`src/adc_config_consts.svh`:
```
// Register offsets, reset values and field positions of the converter configuration bank
`ifndef ADC_CONFIG_CONSTS_SVH
`define ADC_CONFIG_CONSTS_SVH
`define ADDR_PORT_CFG 13'h0000
`define ADDR_CHIP_ID 13'h0001
`define ADDR_CHIP_GRADE 13'h0002
`define ADDR_SHADOW_LO 13'h0008
`define ADDR_POWER_MODES 13'h0008
`define ADDR_GLOBAL_CLOCK 13'h0009
`define ADDR_OUTPUT_MODE 13'h0014
`define ADDR_VREF_SEL 13'h0018
`define ADDR_FUNC_HI 13'h0030
`define ADDR_COMMIT 13'h00ff
`define ADDR_DIGITAL 13'h0100
`define RST_PORT_CFG 8'h18
`define RST_VREF_SEL 8'hc0
`define RST_SHADOW 8'h00
`define RST_POWER_MODES 8'h80
`define RST_GLOBAL_CLOCK 8'h01
`define RST_DIGITAL 8'h00
`define COMMIT_VALUE 8'h01
`define BIT_LSB_HI 6
`define BIT_LSB_LO 1
`define BIT_SRST_HI 5
`define BIT_SRST_LO 2
`define SHADOW_COUNT 17
`define INSTR_BITS 16
`define WORD_BITS 8
`endif

```
`src/adc_config_pkg.sv`:
```
// Types shared by the converter configuration bank
package adc_config_pkg;
	typedef enum logic [1:0] {
		st_instr,
		st_data
	} frame_state_e;
	typedef logic [7:0] byte_t;
	typedef logic [12:0] addr_t;
endpackage

```
`src/adc_config_register_bank.sv`:
```
// Strap decoding, serial port and shadowed register space of the converter
`timescale 1ns/1ps
`include "adc_config_consts.svh"

// What this block does
// - Strap mode: stabilizer follows data strap, format strap picks two's complement.
// - Output-disable pin high tristates data outputs, low drives them.
// - Power-down pin high enters low power; register picks power-down or standby.
// - Output-style pin picks CMOS or LVDS; swing pin picks reduced LVDS levels.
// - Decode sections 0x00-0x02, 0xFF, 0x08-0x30 and 0x100.
// - Reference select at 0x18 resets to 0xC0.
// - Reset loads every register with its default before serial access.
// - Addresses 0x08-0x18 are shadowed; writes act only after transfer.
// - Writing 0x01 to 0xFF copies all shadows to active at once.
// - Transfer bit clears itself after the update, reads zero.
// - Frame is 16-bit instruction, read/write first, then bytes; read turns line.
// - Data bytes shift MSB first until LSB-first is selected; the instruction always shifts MSB first.
// - Chip select high at power-up means straps; once low, stays serial.
module adc_config_register_bank (
	input wire logic clock,
	input wire logic reset,
	input wire logic clock_enable,
	input wire logic chip_select_n,
	input wire logic serial_clock_format_strap,
	input wire logic serial_data_stabilizer_strap_in,
	output logic serial_data_stabilizer_strap_out,
	output logic serial_data_stabilizer_strap_oe,
	input wire logic output_disable_pin,
	input wire logic power_down_pin,
	input wire logic output_style_pin,
	input wire logic reduced_swing_select_pin,
	output logic duty_cycle_stabilizer,
	output logic twos_complement,
	output logic data_output_enable,
	output logic full_power_down,
	output logic standby,
	output logic lvds_mode,
	output logic lvds_reduced_swing,
	output logic serial_mode,
	output logic [7:0] vref_select,
	output logic [7:0] digital_control
);
	// Arbitrary neutral identity values
	localparam logic [7:0] CHIP_ID = 8'h5a;
	localparam logic [7:0] CHIP_GRADE = 8'h00;

	function automatic logic is_shadow(input adc_config_pkg::addr_t a);
		is_shadow = (a >= `ADDR_SHADOW_LO) && (a <= `ADDR_VREF_SEL);
	endfunction

	function automatic logic is_mapped(input adc_config_pkg::addr_t a);
		is_mapped = (a <= `ADDR_CHIP_GRADE) || (a == `ADDR_COMMIT) ||
			((a >= `ADDR_SHADOW_LO) && (a <= `ADDR_FUNC_HI)) ||
			(a == `ADDR_DIGITAL);
	endfunction

	logic [4:0] sync1_reg;
	logic [4:0] sync2_reg;
	logic [5:0] pin1_reg;
	logic [5:0] pin2_reg;
	logic cs_n;
	logic sclk;
	logic sdi;
	logic sclk_d_reg;
	logic sclk_rise;
	logic sclk_fall;

	// Pin synchronisers; first stage read only by second
	always_ff @(posedge clock or posedge reset) begin
		if (reset) begin
			sync1_reg <= 5'h01;
			sync2_reg <= 5'h01;
			pin1_reg <= 6'h00;
			pin2_reg <= 6'h00;
		end else if (clock_enable) begin
			sync1_reg <= {serial_data_stabilizer_strap_in,
				serial_clock_format_strap, 2'b00, chip_select_n};
			sync2_reg <= sync1_reg;
			pin1_reg <= {2'b00, output_disable_pin, power_down_pin,
				output_style_pin, reduced_swing_select_pin};
			pin2_reg <= pin1_reg;
		end
	end
	assign cs_n = sync2_reg[0];
	assign sclk = sync2_reg[3];
	assign sdi = sync2_reg[4];
	assign sclk_rise = sclk && !sclk_d_reg;
	assign sclk_fall = !sclk && sclk_d_reg;

	always_ff @(posedge clock or posedge reset) begin
		if (reset)
			sclk_d_reg <= 1'b0;
		else if (clock_enable)
			sclk_d_reg <= sclk;
	end

	// Serial mode latches once chip select is seen low
	always_ff @(posedge clock or posedge reset) begin
		if (reset)
			serial_mode <= 1'b0;
		else if (clock_enable && !cs_n)
			serial_mode <= 1'b1;
	end

	adc_config_pkg::byte_t port_cfg_reg;
	adc_config_pkg::byte_t shadow_reg [0:`SHADOW_COUNT-1];
	adc_config_pkg::byte_t active_reg [0:`SHADOW_COUNT-1];
	adc_config_pkg::byte_t func_reg [0:`SHADOW_COUNT+23];
	adc_config_pkg::byte_t digital_reg;
	logic commit_reg;
	logic lsb_first;
	assign lsb_first = port_cfg_reg[`BIT_LSB_HI] | port_cfg_reg[`BIT_LSB_LO];

	// Frame engine
	adc_config_pkg::frame_state_e state_reg;
	logic [15:0] instr_reg;
	logic [4:0] bit_cnt_reg;
	logic [7:0] shift_reg;
	logic [7:0] rd_shift_reg;
	logic is_read;
	logic wr_strobe;
	adc_config_pkg::addr_t addr_reg;
	adc_config_pkg::byte_t wr_byte;
	adc_config_pkg::byte_t rd_byte;
	logic [7:0] sh_next;

	assign is_read = instr_reg[15];
	assign sh_next = lsb_first ? {sdi, shift_reg[7:1]} :
		{shift_reg[6:0], sdi};
	assign wr_strobe = (state_reg == adc_config_pkg::st_data) && sclk_rise &&
		(bit_cnt_reg == 5'd7) && !is_read && !cs_n;
	assign wr_byte = sh_next;

	always_comb begin
		rd_byte = 8'h00;
		if (addr_reg == `ADDR_PORT_CFG)
			rd_byte = port_cfg_reg;
		else if (addr_reg == `ADDR_CHIP_ID)
			rd_byte = CHIP_ID;
		else if (addr_reg == `ADDR_CHIP_GRADE)
			rd_byte = CHIP_GRADE;
		else if (addr_reg == `ADDR_COMMIT)
			rd_byte = {7'h00, commit_reg};
		else if (addr_reg == `ADDR_DIGITAL)
			rd_byte = digital_reg;
		else if (is_shadow(addr_reg))
			rd_byte = shadow_reg[5'(addr_reg - `ADDR_SHADOW_LO)];
		else if (is_mapped(addr_reg))
			rd_byte = func_reg[6'(addr_reg - `ADDR_SHADOW_LO)];
	end

	always_ff @(posedge clock or posedge reset) begin
		if (reset) begin
			state_reg <= adc_config_pkg::st_instr;
			instr_reg <= 16'h0000;
			bit_cnt_reg <= 5'h00;
			shift_reg <= 8'h00;
			addr_reg <= 13'h0000;
		end else if (clock_enable) begin
			if (cs_n) begin
				state_reg <= adc_config_pkg::st_instr;
				bit_cnt_reg <= 5'h00;
			end else if (sclk_rise) begin
				case (state_reg)
					adc_config_pkg::st_instr: begin
						instr_reg <= {instr_reg[14:0], sdi};
						if (bit_cnt_reg == 5'(`INSTR_BITS - 1)) begin
							addr_reg <= {instr_reg[11:0], sdi};
							bit_cnt_reg <= 5'h00;
							state_reg <= adc_config_pkg::st_data;
						end else
							bit_cnt_reg <= bit_cnt_reg + 5'd1;
					end
					adc_config_pkg::st_data: begin
						shift_reg <= sh_next;
						if (bit_cnt_reg == 5'(`WORD_BITS - 1)) begin
							bit_cnt_reg <= 5'h00;
							// Streaming steps the address
							addr_reg <= lsb_first ? addr_reg + 13'd1 :
								addr_reg - 13'd1;
						end else
							bit_cnt_reg <= bit_cnt_reg + 5'd1;
					end
					default: state_reg <= adc_config_pkg::st_instr;
				endcase
			end
		end
	end

	// Read data is launched on falling serial clock edges
	always_ff @(posedge clock or posedge reset) begin
		if (reset) begin
			rd_shift_reg <= 8'h00;
			serial_data_stabilizer_strap_out <= 1'b0;
			serial_data_stabilizer_strap_oe <= 1'b0;
		end else if (clock_enable) begin
			if (cs_n || state_reg != adc_config_pkg::st_data || !is_read) begin
				serial_data_stabilizer_strap_oe <= 1'b0;
			end else if (sclk_fall) begin
				serial_data_stabilizer_strap_oe <= 1'b1;
				if (bit_cnt_reg == 5'h00) begin
					serial_data_stabilizer_strap_out <= lsb_first ?
						rd_byte[0] : rd_byte[7];
					rd_shift_reg <= lsb_first ? {1'b0, rd_byte[7:1]} :
						{rd_byte[6:0], 1'b0};
				end else begin
					serial_data_stabilizer_strap_out <= lsb_first ?
						rd_shift_reg[0] : rd_shift_reg[7];
					rd_shift_reg <= lsb_first ? {1'b0, rd_shift_reg[7:1]} :
						{rd_shift_reg[6:0], 1'b0};
				end
			end
		end
	end

	// Register writes; soft reset and reset restore defaults
	logic soft_reset;
	assign soft_reset = wr_strobe && (addr_reg == `ADDR_PORT_CFG) &&
		(wr_byte[`BIT_SRST_HI] | wr_byte[`BIT_SRST_LO]);

	always_ff @(posedge clock or posedge reset) begin
		if (reset) begin
			port_cfg_reg <= `RST_PORT_CFG;
			digital_reg <= `RST_DIGITAL;
			commit_reg <= 1'b0;
		end else if (clock_enable) begin
			commit_reg <= 1'b0;
			if (soft_reset) begin
				port_cfg_reg <= `RST_PORT_CFG;
				digital_reg <= `RST_DIGITAL;
			end else if (wr_strobe) begin
				if (addr_reg == `ADDR_PORT_CFG)
					port_cfg_reg <= {1'b0, wr_byte[`BIT_LSB_HI] | wr_byte[`BIT_LSB_LO],
						2'b01, 2'b10, wr_byte[`BIT_LSB_HI] | wr_byte[`BIT_LSB_LO],
						1'b0} | `RST_PORT_CFG;
				else if (addr_reg == `ADDR_DIGITAL)
					digital_reg <= wr_byte;
				else if (addr_reg == `ADDR_COMMIT)
					commit_reg <= wr_byte == `COMMIT_VALUE;
			end
		end
	end

	genvar gi;
	generate
		for (gi = 0; gi < `SHADOW_COUNT + 24; gi = gi + 1) begin : g_func
			localparam adc_config_pkg::addr_t A = 13'(`ADDR_SHADOW_LO + gi);
			localparam logic [7:0] RV = (A == `ADDR_VREF_SEL) ? `RST_VREF_SEL :
				(A == `ADDR_POWER_MODES) ? `RST_POWER_MODES :
				(A == `ADDR_GLOBAL_CLOCK) ? `RST_GLOBAL_CLOCK :
				`RST_SHADOW;
			always_ff @(posedge clock or posedge reset) begin
				if (reset)
					func_reg[gi] <= RV;
				else if (clock_enable) begin
					if (soft_reset)
						func_reg[gi] <= RV;
					else if (wr_strobe && addr_reg == A)
						func_reg[gi] <= wr_byte;
				end
			end
			if (gi < `SHADOW_COUNT) begin : g_sh
				assign shadow_reg[gi] = func_reg[gi];
				always_ff @(posedge clock or posedge reset) begin
					if (reset)
						active_reg[gi] <= RV;
					else if (clock_enable) begin
						if (soft_reset)
							active_reg[gi] <= RV;
						else if (commit_reg)
							active_reg[gi] <= func_reg[gi];
					end
				end
			end
		end
	endgenerate

	// Operating outputs from pins and active registers
	logic [1:0] pd_mode;
	logic pd_is_standby;
	assign pd_mode = active_reg[0][1:0];
	assign pd_is_standby = active_reg[0][5];

	always_ff @(posedge clock or posedge reset) begin
		if (reset) begin
			duty_cycle_stabilizer <= 1'b1;
			twos_complement <= 1'b0;
			data_output_enable <= 1'b0;
			full_power_down <= 1'b0;
			standby <= 1'b0;
			lvds_mode <= 1'b0;
			lvds_reduced_swing <= 1'b0;
			vref_select <= `RST_VREF_SEL;
			digital_control <= `RST_DIGITAL;
		end else if (clock_enable) begin
			if (!serial_mode) begin
				duty_cycle_stabilizer <= sdi;
				twos_complement <= sclk;
			end else begin
				duty_cycle_stabilizer <= active_reg[1][0] |
					(active_reg[3][2:0] != 3'h0);
				twos_complement <= active_reg[12][0];
			end
			data_output_enable <= !pin2_reg[3];
			full_power_down <= (pin2_reg[2] && !pd_is_standby) ||
				(pd_mode == 2'b01);
			standby <= (pin2_reg[2] && pd_is_standby) ||
				(pd_mode == 2'b10);
			lvds_mode <= pin2_reg[1];
			lvds_reduced_swing <= pin2_reg[1] && pin2_reg[0];
			vref_select <= active_reg[16];
			digital_control <= digital_reg;
		end
	end
endmodule

```
`config.mk`:
```
export PLATFORM = sky130hd
export DESIGN_NAME = adc_config_register_bank
export DESIGN_NICKNAME = d
export VERILOG_FILES = /design/src/adc_config_pkg.sv /design/src/adc_config_register_bank.sv
export VERILOG_INCLUDE_DIRS = /design/src
export SDC_FILE = /design/constraint.sdc
export NUM_CORES = 1
export LEC_CHECK = 0
export BUFFER_PORTS_ARGS = -buffer_cell sky130_fd_sc_hd__buf_4
export CAP_MARGIN = 40
export CORE_MARGIN = 5
export CORE_UTILIZATION = 55
export CTS_BUF_LIST = sky130_fd_sc_hd__clkbuf_16
export CTS_CLUSTER_SIZE = 20
export DETAILED_ROUTE_END_ITERATION = 12
export PLACE_DENSITY = 0.79
export SLEW_MARGIN = 15
export SYNTH_ARGS = -nofsm -noshare
export SYNTH_HDL_FRONTEND = slang
export SYNTH_SLANG_ARGS = --single-unit
export TNS_END_PERCENT = 100
```
`constraint.sdc`:
```
create_clock -name clock -period 21.1 [get_ports clock]
set_input_delay 2.11 -clock clock [delete_from_list [all_inputs] [get_ports clock]]
set_output_delay 2.11 -clock clock [all_outputs]
set_load 0.01 [all_outputs]
```
==> metrics.cfg <==
[yosys]
post_synthesis_sequential_element_count=446
synth_cells=2069
mapped_avg_cell_area_sq_um=10.37
synthesis.area_sq_um=21460
synth_top_flop_cell=dfrtp_1
synth-async-reset-ratio_pct=100.0
synthesis.nets=2093
synth-warning-count=0
synth_enable_flop_cells=0
seq_area_frac_synth_pct=52.08
post_synth_num_cell_types=82

[global_route]
grt_start_max_net_pins=181
globalRoute.totalOverflow=0
first_pass_grt_wire_length_um=93800
antenna_found_initial=1
grt.total_usage_pct=26.57
grt_pass1_vias=16830

[floorplanning]
die_w_um=207.5
chip_height_um=207.5
rows=72
io_pins=36
die_area_sq_um=43070
starting_utilization_of_the_core_area_pct=55.53
core_area_sq_um=38650

[detailed_routing]
detail_route.iter0.violations=2259
ant_nets=0
detailedRoute.firstPassIterationCount=6
drt-total-wl_um=58240
routed_via_density=6.610
post-route-drc-count=0
via_count=16960
mean_routed_wirelength_per_cell_um=22.71

[cts]
tritoncts=yes
cts_inserted_buffers=45
cts_max_level=2
clockRootBuffer=clkbuf_16
max-clock-path-buffers=3
ctsHoldBuffers=0
insertion_delay_ns=0.57
cts.repair_timing.setup_buffer_count=0
clock_sink_count=446
path_clk_slew_ns=0.06
ctsResizeCount=0

[flow_run]
maxCapViolCount=0

[critical_path]
critical_path.endpoint_type=flop
worstSetupPathType=input port to flop
worst_ep_required_time_ns=21.52
critical_path.startpoint_type=input port
critPathArrivalTime_ns=5.20
critical_path_peak_fanout=70

[timing]
worst_slew_pin_slew_ns=1.017
rsz0062_at_grt=no
post-route-min-period_ns=4.788
timing.final.hold_violations=0
fin_tns_setup_ns=0
final_min_period_over_clock_period_pct=22.69
final_max_slew_viol_count=0
slew-limit-headroom_pct=32.18
max_freq_mhz=208.9
setup_viol_count_final=0
final_clock_skew_ns=0.02165

[place]
hpwlAfterDp_um=37650
dp_cells=2481
buffers_on_ports=35
place.gp.congestion=0.9377

[power_and_ir_drop]
power_density_nw_per_um2=73.25
vdd.ir_drop.worst_v=0.00005637
p_leak_nw=9.865

[cells_and_area]
n_antenna_cell=0
area.growth.synth_to_final_pct=9.148
number_of_flip_flops_under_the_largest_register_name=328
final-instance-count-excl-fill=2565
post_layout_net_count=2037
drive_gt1_share_pct=15.39

[outcome]
run_status=complete, no violations

[min_path]
timing.hold.worst.class=flop to flop

==> Yosys cell counts (all sizes together) (22+ instances only) <==
cell,n,area (sq um)
nor2,47,181.4
nand3,221,1106
a21oi,86,437.9
mux4,70,1584
inv,25,93.84
o21ai,377,1898
and2,22,137.6
buf,67,460.5
nand2,270,1013
clkbuf,110,432.9
mux2,62,698.2
dfrtp,434,10860
mux2i,44,440.4
==> cells by family (layout without fill, tap and decap cells) <==
family | Yosys count | in the layout | share of synthesized area (%)
simple gates | 655 | 655 | 14.73
buf+inv | 203 | 181 | 4.618
fa+ha+maj | 14 | 14 | 0.8163
compound gates | 572 | 572 | 14.94
mux | 176 | 176 | 12.69
flops | 446 | 446 | 52.08
xor+xnor | 3 | 3 | 0.1225
==> path summary, 6_finish.rpt <==
path                                               from                        endpoint  slack [ns]  cells after the start
worst min-delay path            pin2_reg[3]$_DFFE_PP0P_  data_output_enable$_DFFE_PP0P_        0.46                      1
max in group asynchronous                         reset        func_reg[10]$_DFFE_PP0P_       17.56                      7
worst max register to register  addr_reg[0]$_DFFE_PP0P_       func_reg[258]$_DFFE_PP0P_       16.64                     10
min in group asynchronous                         reset      bit_cnt_reg[3]$_DFFE_PP0P_        1.54                      2
worst max-delay path                       clock_enable        func_reg[83]$_DFFE_PP0P_       16.31                      8
worst min register to register  pin2_reg[3]$_DFFE_PP0P_  data_output_enable$_DFFE_PP0P_        0.46                      1
==> worst max-delay path, stage by stage <==
cell and delay (ns):
buf_4 0.57, nand4bb_1 0.32, nor4_4 0.38, nand3_1 0.24, nor4_2 0.76, nand2_1 0.48, nand3_1 0.23, o21ai_0 0.11
==> power by group <==
group / internal, W / switching, W / total (W)
Sequential: 0.000871 / 0.0000126 / 0.000884
Clock: 0.000431 / 0.000335 / 0.000765
Combinational: 0.0000257 / 0.0000412 / 0.0000670
Total: 0.00133 / 0.000388 / 0.00172
==> layout make-up <==
cell class	count	area (sq um)
sequential	446	11180
inverter	26	105.1
timing repair buffer	74	773.2
fill	2991	15220
clock buffer	46	1151
multi-input combinational	1420	9323
clock inverter	35	237.7
tap	518	648.1
==> layout by cell type (no fill, tap or decap), drive strengths merged, types with 22 or more instances in the layout <==
master,instances
clkbuf,46
mux2i,44
o21ai,377
mux2,62
buf,74
nand3,221
nor2,47
nand2,270
dfrtp,434
a21oi,86
and2,22
mux4,70
inv,36
==> routing by layer <==
metal / part of all wire [%] / vias up / track usage (%) / wire [um]
li1: - / 7372 / - / -
met1: 40 / 8376 / 36.88 / 23270
met2: 45 / 982 / 41.03 / 26400
met3: 9.5 / 225 / 5.259 / 5529
met4: 5.2 / 0 / 12.06 / 3037
met5: 0 / - / 0 / 0
==> stage by stage <==
step / instance area [sq um] / hold slack, ns / utilization [%] / total power, W / worst slack, ns
2_1_floorplan: 21460 / 0.4219 / - / 0.0009397 / 6.581
3_3_place_gp: 21720 / 0.4324 / 56.19 / 0.0009598 / 15.83
3_5_place_dp: 21970 / 0.4621 / 56.85 / 0.0009661 / 15.89
4_1_cts: 23360 / 0.4709 / 60.44 / 0.001720 / 16.40
5_1_grt: 23420 / 0.4996 / 60.61 / 0.001766 / 16.08
6_report: 23420 / 0.4595 / 60.61 / 0.001716 / 16.31
Power figures use the tool's default switching activity.
